<file path="src/include/poll_pkg.sv">
// Constants, types and timing for the poll step sequencer.
// Assumes a 250 MHz core clock.
package poll_pkg;
   localparam int unsigned CLK_MHZ = 250;
   localparam int unsigned STEP_MAX = 34;
   localparam int unsigned IDX_W = 6;
   localparam logic [7:0] FC_NONE = 8'h00;
   localparam logic [7:0] FC_COILS = 8'h01;
   localparam logic [7:0] FC_DISC = 8'h02;
   localparam logic [7:0] FC_HOLD = 8'h03;
   localparam logic [7:0] FC_INPUT = 8'h04;
   localparam logic [7:0] FC_WCOIL = 8'h05;
   localparam logic [7:0] CNT_BIT_MAX = 8'h01;
   localparam logic [7:0] CNT_STD_MAX = 8'h19;
   localparam logic [7:0] CNT_ENRON_MAX = 8'h0C;
   localparam logic [15:0] OFS_ZERO = 16'h0000;
   localparam logic [15:0] OFS_ONE = 16'h0001;
   localparam int unsigned BAUD = 9600;
   localparam int unsigned TIMEOUT_MS = 1000;
   localparam int unsigned PAUSE_MS = 100;
   localparam int unsigned TIMEOUT_CYC = TIMEOUT_MS * 1000 * CLK_MHZ;
   localparam int unsigned PAUSE_CYC = PAUSE_MS * 1000 * CLK_MHZ;
   localparam int unsigned BAUD_DIV = (CLK_MHZ * 1000000) / BAUD;
   localparam int unsigned TMR_W = 32;
   typedef enum logic [2:0] {ST_IDLE, ST_FETCH, ST_ISSUE, ST_WAIT, ST_PAUSE} seq_state_t;
endpackage

</file>
<file path="src/logic/poll_sequencer.sv">
// Poll step sequencer: walks the step table on each check-in taken while idle (ignored during a walk) and
// issues one request per valid step. Assumes a separate frame engine
// performs the serial transfer and reports done/error.
//
// Summary of operation
// - Check-in polls sensor using stored step list
// - Table of 34 steps: code, address, count
// - Coil/discrete reads limited to one coil
// - Only codes 0x03, 0x04, 0x05 also accepted
// - Subtract addressing offset from entered address
// - Count limit 25, Enron 12, else reject
// - Defaults 9600 8N1, timeout 1000ms, pause 100ms
`timescale 1ns/1ps
module poll_sequencer #(
   parameter int unsigned TIMEOUT_CYCLES = poll_pkg::TIMEOUT_CYC,
   parameter int unsigned PAUSE_CYCLES = poll_pkg::PAUSE_CYC
) (
   input wire logic CORE_CLK_I,
   input wire logic RST_N_I,
   input wire logic CHECKIN_I,
   input wire logic ONE_BASED_I,
   input wire logic ENRON_I,
   input wire logic [7:0] SLAVE_ID_I,
   input wire logic WR_EN_I,
   input wire logic [poll_pkg::IDX_W-1:0] WR_IDX_I,
   input wire logic [7:0] WR_FUNC_I,
   input wire logic [15:0] WR_ADDR_I,
   input wire logic [7:0] WR_COUNT_I,
   input wire logic REQ_READY_I,
   input wire logic RSP_DONE_I,
   input wire logic RSP_ERR_I,
   output logic REQ_VALID_O,
   output logic [7:0] REQ_SLAVE_O,
   output logic [7:0] REQ_FUNC_O,
   output logic [15:0] REQ_ADDR_O,
   output logic [7:0] REQ_COUNT_O,
   output logic [poll_pkg::IDX_W-1:0] REQ_IDX_O,
   output logic [poll_pkg::STEP_MAX-1:0] PASS_O,
   output logic [poll_pkg::STEP_MAX-1:0] FAIL_O,
   output logic BUSY_O,
   output logic DONE_O
);
   import poll_pkg::*;

   typedef struct packed {
      seq_state_t state;
      logic [IDX_W-1:0] idx;
      logic [TMR_W-1:0] tmr;
      logic req_valid;
      logic [7:0] slave;
      logic [7:0] func;
      logic [15:0] addr;
      logic [7:0] count;
      logic [IDX_W-1:0] req_idx;
      logic [STEP_MAX-1:0] pass;
      logic [STEP_MAX-1:0] fail;
      logic busy;
      logic done;
   } seq_t;
   seq_t s_reg, s_next;

   // Step table storage
   logic [7:0] func_mem [STEP_MAX];
   logic [15:0] addr_mem [STEP_MAX];
   logic [7:0] count_mem [STEP_MAX];
   logic [IDX_W-1:0] last_idx;
   logic [7:0] cur_func;
   logic [15:0] cur_addr;
   logic [7:0] cur_count;
   logic cur_empty;
   logic cur_valid;
   logic any_left;
   localparam logic [IDX_W-1:0] IDX_LAST = IDX_W'(STEP_MAX - 1);
   localparam logic [TMR_W-1:0] TMO_T = TMR_W'(TIMEOUT_CYCLES);
   localparam logic [TMR_W-1:0] PAUSE_T = TMR_W'(PAUSE_CYCLES);

   // Table position after the current one
   function automatic logic [IDX_W-1:0] step_after(input logic [IDX_W-1:0] idx);
      return idx + IDX_W'(1);
   endfunction

   // Count-down timer shared by the timeout and the pause
   function automatic logic [TMR_W-1:0] tmr_dec(input logic [TMR_W-1:0] tmr);
      return tmr - TMR_W'(1);
   endfunction

   function automatic logic tmr_expired(input logic [TMR_W-1:0] tmr);
      return tmr <= TMR_W'(1);
   endfunction

   // Leaves the walk: idle again, busy low and a one-cycle done pulse
   function automatic seq_t walk_end(input seq_t s);
      seq_t r;
      r = s;
      r.state = ST_IDLE;
      r.busy = 1'b0;
      r.done = 1'b1;
      return r;
   endfunction

   // Writes are refused while a walk reads the table
   always_ff @(posedge CORE_CLK_I) begin
      if (WR_EN_I && (WR_IDX_I <= IDX_LAST) && !s_reg.busy) begin
         func_mem[WR_IDX_I] <= WR_FUNC_I;
         addr_mem[WR_IDX_I] <= WR_ADDR_I;
         count_mem[WR_IDX_I] <= WR_COUNT_I;
      end
   end

   // Highest populated entry ends the walk
   always_comb begin
      last_idx = '0;
      any_left = 1'b0;
      for (int i = 0; i < STEP_MAX; i++) begin
         if (func_mem[i] != FC_NONE) begin
            last_idx = IDX_W'(i);
            any_left = 1'b1;
         end
      end
   end

   assign cur_func = func_mem[s_reg.idx];
   assign cur_addr = addr_mem[s_reg.idx];
   assign cur_count = count_mem[s_reg.idx];
   step_check u_check (
      .func_i(cur_func),
      .count_i(cur_count),
      .enron_i(ENRON_I),
      .empty_o(cur_empty),
      .valid_o(cur_valid)
   );

   always_comb begin
      s_next = s_reg;
      s_next.done = 1'b0;
      unique case (s_reg.state)
         ST_IDLE: begin
            if (CHECKIN_I) begin
               s_next.idx = '0;
               s_next.pass = '0;
               s_next.fail = '0;
               s_next.busy = any_left;
               s_next.done = !any_left;
               s_next.state = any_left ? ST_FETCH : ST_IDLE;
            end
         end
         ST_FETCH: begin
            if (cur_empty) begin
               s_next.idx = step_after(s_reg.idx);
            end else if (!cur_valid) begin
               s_next.fail[s_reg.idx] = 1'b1;
               s_next.idx = step_after(s_reg.idx);
            end else begin
               s_next.req_valid = 1'b1;
               s_next.slave = SLAVE_ID_I;
               s_next.func = cur_func;
               s_next.addr = cur_addr - (ONE_BASED_I ? OFS_ONE : OFS_ZERO);
               s_next.count = cur_count;
               s_next.req_idx = s_reg.idx;
               s_next.state = ST_ISSUE;
            end
            if ((cur_empty || !cur_valid) && s_reg.idx == last_idx) begin
               s_next = walk_end(s_next);
            end
         end
         ST_ISSUE: begin
            // Request stands until the frame engine takes it
            if (REQ_READY_I) begin
               s_next.req_valid = 1'b0;
               s_next.tmr = TMO_T;
               s_next.state = ST_WAIT;
            end
         end
         ST_WAIT: begin
            s_next.tmr = tmr_dec(s_reg.tmr);
            if (RSP_DONE_I) begin
               s_next.pass[s_reg.req_idx] = !RSP_ERR_I;
               s_next.fail[s_reg.req_idx] = RSP_ERR_I;
               s_next.tmr = PAUSE_T;
               s_next.state = ST_PAUSE;
            end else if (tmr_expired(s_reg.tmr)) begin
               s_next.fail[s_reg.req_idx] = 1'b1;
               s_next.tmr = PAUSE_T;
               s_next.state = ST_PAUSE;
            end
         end
         ST_PAUSE: begin
            s_next.tmr = tmr_dec(s_reg.tmr);
            if (tmr_expired(s_reg.tmr)) begin
               if (s_reg.idx == last_idx) begin
                  s_next = walk_end(s_next);
               end else begin
                  s_next.idx = step_after(s_reg.idx);
                  s_next.state = ST_FETCH;
               end
            end
         end
      endcase
   end

   always_ff @(posedge CORE_CLK_I or negedge RST_N_I) begin
      if (!RST_N_I) begin
         s_reg <= '{state: ST_IDLE, default: '0};
      end else begin
         s_reg <= s_next;
      end
   end

   assign REQ_VALID_O = s_reg.req_valid;
   assign REQ_SLAVE_O = s_reg.slave;
   assign REQ_FUNC_O = s_reg.func;
   assign REQ_ADDR_O = s_reg.addr;
   assign REQ_COUNT_O = s_reg.count;
   assign REQ_IDX_O = s_reg.req_idx;
   assign PASS_O = s_reg.pass;
   assign FAIL_O = s_reg.fail;
   assign BUSY_O = s_reg.busy;
   assign DONE_O = s_reg.done;
endmodule // poll_sequencer

</file>
<file path="src/logic/step_check.sv">
// Step validator: checks function code and count limit of one step.
// Purely combinational; fed by the sequencer's table read.
`timescale 1ns/1ps
module step_check (
   input wire logic [7:0] func_i,
   input wire logic [7:0] count_i,
   input wire logic enron_i,
   output logic empty_o,
   output logic valid_o
);
   import poll_pkg::*;
   logic [7:0] limit;
   logic fc_ok;
   always_comb begin
      empty_o = (func_i == FC_NONE);
      fc_ok = 1'b1;
      limit = enron_i ? CNT_ENRON_MAX : CNT_STD_MAX;
      unique case (func_i)
         FC_COILS, FC_DISC: limit = CNT_BIT_MAX;
         FC_HOLD, FC_INPUT, FC_WCOIL: ;
         default: fc_ok = 1'b0;
      endcase
      valid_o = fc_ok && (count_i != 8'h00) && (count_i <= limit);
   end
endmodule // step_check

</file>
<file path="config.mk">
export PLATFORM = sky130hd
export DESIGN_NAME = poll_sequencer
export DESIGN_NICKNAME = d
export VERILOG_FILES = /design/src/include/poll_pkg.sv /design/src/logic/poll_sequencer.sv /design/src/logic/step_check.sv
export SDC_FILE = /design/constraint.sdc
export NUM_CORES = 2
export LEC_CHECK = 0
export ABC_AREA = 1
export CORE_MARGIN = 3
export CORE_UTILIZATION = 30
export CTS_BUF_LIST = sky130_fd_sc_hd__clkbuf_4 sky130_fd_sc_hd__clkbuf_8
export DETAILED_ROUTE_END_ITERATION = 8
export DONT_BUFFER_PORTS = 1
export GPL_ROUTABILITY_DRIVEN = 0
export PLACE_DENSITY_LB_ADDON = 0.08
export SYNTH_ARGS = -nofsm -noshare
export SYNTH_HDL_FRONTEND = slang
export SYNTH_HIERARCHICAL = 1
export SYNTH_SLANG_ARGS = --single-unit
</file>
<file path="constraint.sdc">
create_clock -name CORE_CLK_I -period 6.5 [get_ports CORE_CLK_I]
set_input_delay 0.65 -clock CORE_CLK_I [delete_from_list [all_inputs] [get_ports CORE_CLK_I]]
set_output_delay 0.65 -clock CORE_CLK_I [all_outputs]
set_load 0.005 [all_outputs]
</file>
Word level (Yosys, flattened, before mapping). Memories as Yosys holds them, arrays and structs flattened. Cells that the tools add are included.

Add/sub/neg operators: 3. $lt $le $gt $ge: 7. Eq/ne operators: 20. Multiplexer cells: 110. Bitwise gates (word level): 4. Reduce and logical (&&, ||, !) cells: 64.

Operators by type and width (count): 158-bit 2-to-1 mux (2); 8-bit nonzero test (35); 68-bit one-hot mux with 4 select lines (1); 6-bit 2-to-1 mux (34); 34-bit 2-to-1 mux (5); 32-bit one-hot mux with 4 select lines (1); 47-bit 2-to-1 mux (2); 46-bit one-hot mux with 2 select lines (1); 70-bit 2-to-1 mux (1); 34-bit bitwise mux (2); 34-bit OR (2); 32-bit 2-to-1 mux (2); 1-bit 2-to-1 mux (42); 33-bit 2-to-1 mux (1); 32-bit by 1-bit <= comparator with 1-bit output (second input constant) (1); 32-bit by 1-bit subtractor with 32-bit output (second input constant) (1); 6-bit one-hot mux with 3 select lines (1); 8-bit by 2-bit equality test with 1-bit output (second input constant) (2); 8-bit by 3-bit equality test with 1-bit output (second input constant) (2); 16-bit by 1-bit subtractor with 16-bit output (1); 3-bit 2-to-1 mux (5); 3-bit one-hot mux with 5 select lines (1); 6-bit by 7-bit < comparator with 1-bit output (second input constant) (2); 2-bit != test (second input constant) (7); 33 further kinds (54).

Register bits: 158. Memory bits (writable): 1088. Input port bits: 55. Logic and storage cells: 224. Memories: 3.

Memory list: addr_mem (depth 34, width 16, read ports 1, clocked after memory_dff 0, write ports 1, line poll_sequencer.sv:64) `logic [15:0] addr_mem [STEP_MAX];`; count_mem (depth 34, width 8, read ports 1, clocked after memory_dff 0, write ports 1, line poll_sequencer.sv:65) `logic [7:0] count_mem [STEP_MAX];`; func_mem (depth 34, width 8, read ports 35, clocked after memory_dff 0, write ports 1, line poll_sequencer.sv:63) `logic [7:0] func_mem [STEP_MAX];`.

Logic depth before layout (Yosys ltp). An unclocked memory read counts as a cell.

Depth after elaboration: 39. Depth in mapped cells: 44. Depth with buffers taken out: 43.

Cells and area by module. Netlist, hierarchy kept.

Modules (own cells, without submodules): poll_sequencer (instances 1, cells each 4411, area each 59380.7 sq um, seq. area each 43832.0 sq um); step_check (instances 1, cells each 48, area each 259.0 sq um, seq. area each 0.0 sq um).

Least setup slack after synthesis. OpenSTA, ideal clock, no wires.

Path type: register to register. Start point: reg s_reg[150] (netlist bit). End point: reg s_reg (netlist bit REQ_ADDR_O[0]). Library setup time: 133 ps. Arrival: 4661 ps. Data required time: 6367 ps. Path slack: 1706 ps. Cell stages (with the launch flop): 35. Buffers on the path: 7. Clock period less this slack: 4794 ps. Path through: dfrtp_1 -> nor2_2 -> buf_6 -> nand2_4 -> inv_4 -> buf_6 -> buf_6 -> buf_2 -> buf_1 -> clkbuf_1 -> a221oi_1 -> nand3_1 -> a22o_1 -> a221oi_1 -> nand2_1 -> or2_4 -> nor2_4 -> nand4_2 -> nand2_1 -> ha_1 -> nand2_1 -> inv_1 -> nand2_1 -> nand2_1 -> nand2_1 -> nand2_1 -> a21oi_2 -> inv_1 -> nor2_1 -> inv_1 -> nor2_1 -> clkinv_1 -> clkbuf_1 -> nand2_1 -> o21ai_0.

Longest elaborated chain between the ends: 10.

Ends and longest elaborated chain: start: declaration (line poll_sequencer.sv:60) `seq_t s_reg, s_next;`; start signal: assignment (line poll_sequencer.sv:205) `s_reg <= s_next;`; memory 34 x 8 bit *; via cur_func[7] (line poll_sequencer.sv:67) `logic [7:0] cur_func;`; 8-bit by 1-bit equality test with 1-bit output (tied with other cells) (line step_check.sv:18) `unique case (func_i)`; 2-bit OR reduction or 5-bit OR reduction (tied branches); 8-bit 2-to-1 mux or 1-bit 2-to-1 mux (tied branches) (line step_check.sv:18); 8-bit <= comparator or 1-bit logical AND (tied branches) (line step_check.sv:23) `valid_o = fc_ok && (count_i != 8'h00) && (count_i <= limit);`; 1-bit logical AND * (line step_check.sv:23); via cur_valid (line poll_sequencer.sv:71) `logic cur_valid;`; 47-bit 2-to-1 mux * (line poll_sequencer.sv:150) `end else if (!cur_valid) begin`; 47-bit 2-to-1 mux * (line poll_sequencer.sv:148) `if (cur_empty) begin`; 158-bit 2-to-1 mux * (line poll_sequencer.sv:162) `if ((cur_empty || !cur_valid) && s_reg.idx == last_idx) begin`; 46-bit one-hot mux with 2 select lines * (line poll_sequencer.sv:136) `unique case (s_reg.state)`.

Mark *: on every way through the listed nets, which the timed path passes. The rest lies on a longest branch. The select of a mux whose other input is x is not followed. A chain may end at the register's enable or synchronous reset.

Worst setup path in the final report.
Start point: reg s_reg[151] (netlist bit). End point: reg s_reg (netlist bit REQ_IDX_O[5]).

Same word-level chain as after synthesis.

==> summary.txt <==
Outcome
  • Outcome: completed

STA
  • Fin crit share: 89.09%
  • Final Hold Vio Count: 0
  • Final Setup Violations: 0
  • Worst slew pin tran: between 1 and 1.5 ns
  • RSZ-0062 raised after global routing: no
  • Total negative slack: 0 ns
  • Final setup skew: 0.08421 ns
  • Fin crit period: 5.791 ns
  • Max Clk Rate: 172.7 MHz
  • Final Max Tran Viols: 0
  • Slew headroom: 12.18%

Setup path
  • Worst setup EP type: flip-flop
  • CP max-delay cell: dfrtp_1
  • Setup Crit Path Kind: reg2reg
  • CP Max Fanout: 39
  • Most used cell, CP: nand2_1
  • CP startpoint kind: flip-flop
  • CP Buf/Inv Count: 7
  • Top delay family on crit path: simple AND/OR/NAND/NOR gates
  • Critical Path AT: 6.62 ns
  • Worst path required time: roughly 7.3 ns
  • CP peak stage delay: 0.62 ns

Clocking
  • Reg clk slew, reported paths: 0.06 ns
  • # resized after CTS: 0
  • Hold Buf Count CTS: 73
  • Clock root buffer: clkbuf_8
  • CTS tree: yes
  • Clock latency on the worst-skew pair: 1.03 ns
  • Sink Count: ~1.5k
  • Post-CTS setup buffers: 0
  • H-tree depth: 5
  • TritonCTS Buffers: 292
  • Clock Path Buffers: 4

Finish
  • Area growth from synthesis to layout: 17.07%
  • Commonest non-fill, non-tap cell in the layout: edfxtp_1
  • Layout cell share with drive strength beyond 1: 13.55%
  • Final #Nets: 4908
  • Biggest register: addr_mem
  • Max reg flops: between 500 and 600
  • Fillers: approximately 19k
  • Commonest non-fill, non-tap cells in the layout: 1328 x edfxtp_1, 879 x nand2_1, 309 x clkbuf_8
  • Largest regs: addr_mem x544, func_mem x512, count_mem x272
  • Final Core Density: between 30% and 40%

Logic synthesis
  • Cell accounting for the most synthesized area: edfxtp_1
  • Seq cells post-synth: 1486
  • Post-synth EDFFs: approximately 1.3k
  • Primary FF master, synth: edfxtp_1
  • Mapped Avg Cell Area: 13.38 µm²
  • Synth cell types: 65
  • Synth top area cells: edfxtp_1 67%, dfrtp_1 6.6%, nand2_1 5.5%
  • Post-synthesis instance total: about 4.5k
  • Yosys warnings: 6
  • Register area share after synthesis: 73.49%
  • Cell Area, Synth: 0.05964 mm²
  • Post-synth ARST share: 10.63%
  • Synth top area share: between 60% and 70%

Place
  • # port buffers: 0
  • Detail Placement HPWL: 122800 µm

Detailed routing
  • Vias/cell: around 5.0
  • DR DRC count: 0
  • Antenna-violating nets left: 0
  • DRT Wirelength: 209900 µm
  • WL/cell: 27.33 µm
  • Drt pass-1 iters: 7
  • DRT iter0 DRCs: 3243
  • Total number of vias: 38.46k

Pwr
  • Pwr/cell area: roughly 350 mW/mm²
  • Leak Pwr: 24.14 nW
  • Peak supply drop: between 0.0002 and 0.00025 V

Global route
  • Global-route wire length before repair: 297300 µm
  • Overflow after GRT: 0
  • All-Layer GR Usage: 20.24%
  • Initial antenna violation count: 7
  • Vias in the first global route: 38.90k
  • Largest net degree at the start of global routing: ~160

Floorplanning
  • Die area: 0.2042 mm²
  • Top Ports: 172
  • Initial core utilization: a little under a third
  • Num rows: 163
  • Die height: roughly 450 µm
  • CORE AREA: between 0.15 and 0.2 mm²
  • Die W: roughly 450 µm

Flow run
  • Max Cap Viol: 0

Min path
  • Type of the tightest min-delay check: in2reg
layout make-up:
cell class	instances	area, µm²	area share, %
Antenna cell	7	17.52	0.02509
Tap cell	2640	3303	4.731
Clock inverter	67	376.6	0.5394
Sequential cell	1486	43830	62.78
Timing Repair Buffer	186	2007	2.874
Multi-Input combinational cell	2617	14240	20.39
Clock buffer	415	5049	7.231
Inverter	261	994.7	1.425
layer usage:
layer	vias to the layer above	share of wire, %	track usage (%)
met4	4	2.1	5.283
met1	19900	45	27.45
met2	1077	47	33.12
li1	17140	-	-
met5	-	0.010	0
met3	341	5.4	4.049
power breakdown:
part / internal, mW / total [mW] / switching [mW]
clock: 5.07 / 9.12 / 4.05
sequential: 10.8 / 11.1 / 0.334
combinational: 1.19 / 4.02 / 2.83
final timing paths:
check	cells after the start	to	startpoint	slack [ns]
max	26	REQ_IDX_O[5]	s_reg[151]	0.71
min	2	addr_mem[32][0]	WR_IDX_I[5]	0.14
max reg2reg	26	REQ_IDX_O[5]	s_reg[151]	0.71
min reg2reg	2	REQ_SLAVE_O[1]	REQ_SLAVE_O[1]	0.50
max in group asynchronous	2	REQ_COUNT_O[1]	RST_N_I	5.35
min in group asynchronous	2	FAIL_O[19]	RST_N_I	0.29
through the flow:
stage	hold slack [ns]	instances	cell area [µm²]	worst slack [ns]	power (mW)
final	0.1413	7679	69820	0.7091	24.24
after global routing	0.07375	7679	69820	0.2285	25.38
after CTS	0.04560	7672	69800	0.5549	24.60
after detailed placement	0.3586	7117	63320	0.5556	15.13
after global placement	0.3584	7117	63320	0.5554	15.14
after floorplan	0.3544	4698	60540	1.706	13.64
cells by family (layout without fill, tap and decap cells):
logic type	after synthesis	in the layout	synth area share [%]
adders and majority gates	9	9	0.1888
xor gates and xnor gates	33	33	0.4846
buffers and inverters	595	929	4.704
other	1	247	0.006288
DFF	1486	1486	73.49
AOI/OAI and AO/OA	868	868	10.56
and+or+nand+nor	1467	1467	10.56
cells in the mapped netlist (5+ instances only):
master and instances:
a211oi_1 8, a211oi_2 10, a21oi_1 127, a221oi_1 147, a221oi_2 10, a22o_1 122
a22oi_1 174, a31oi_1 12, a32o_1 9, buf_1 39, buf_2 80, buf_4 117
clkbuf_1 94, dfrtp_1 158, edfxtp_1 1328, ha_1 9, inv_1 242, inv_2 16
nand2_1 879, nand3_1 85, nand4_1 146, nor2_1 230, nor3_1 43, nor4_1 63
o2111ai_1 5, o211ai_1 13, o21ai_0 128, o21ai_1 8, o22ai_1 55, o31ai_1 12
xnor2_1 8, xor2_1 25
No activity file was read; power rests on OpenSTA's default activity.
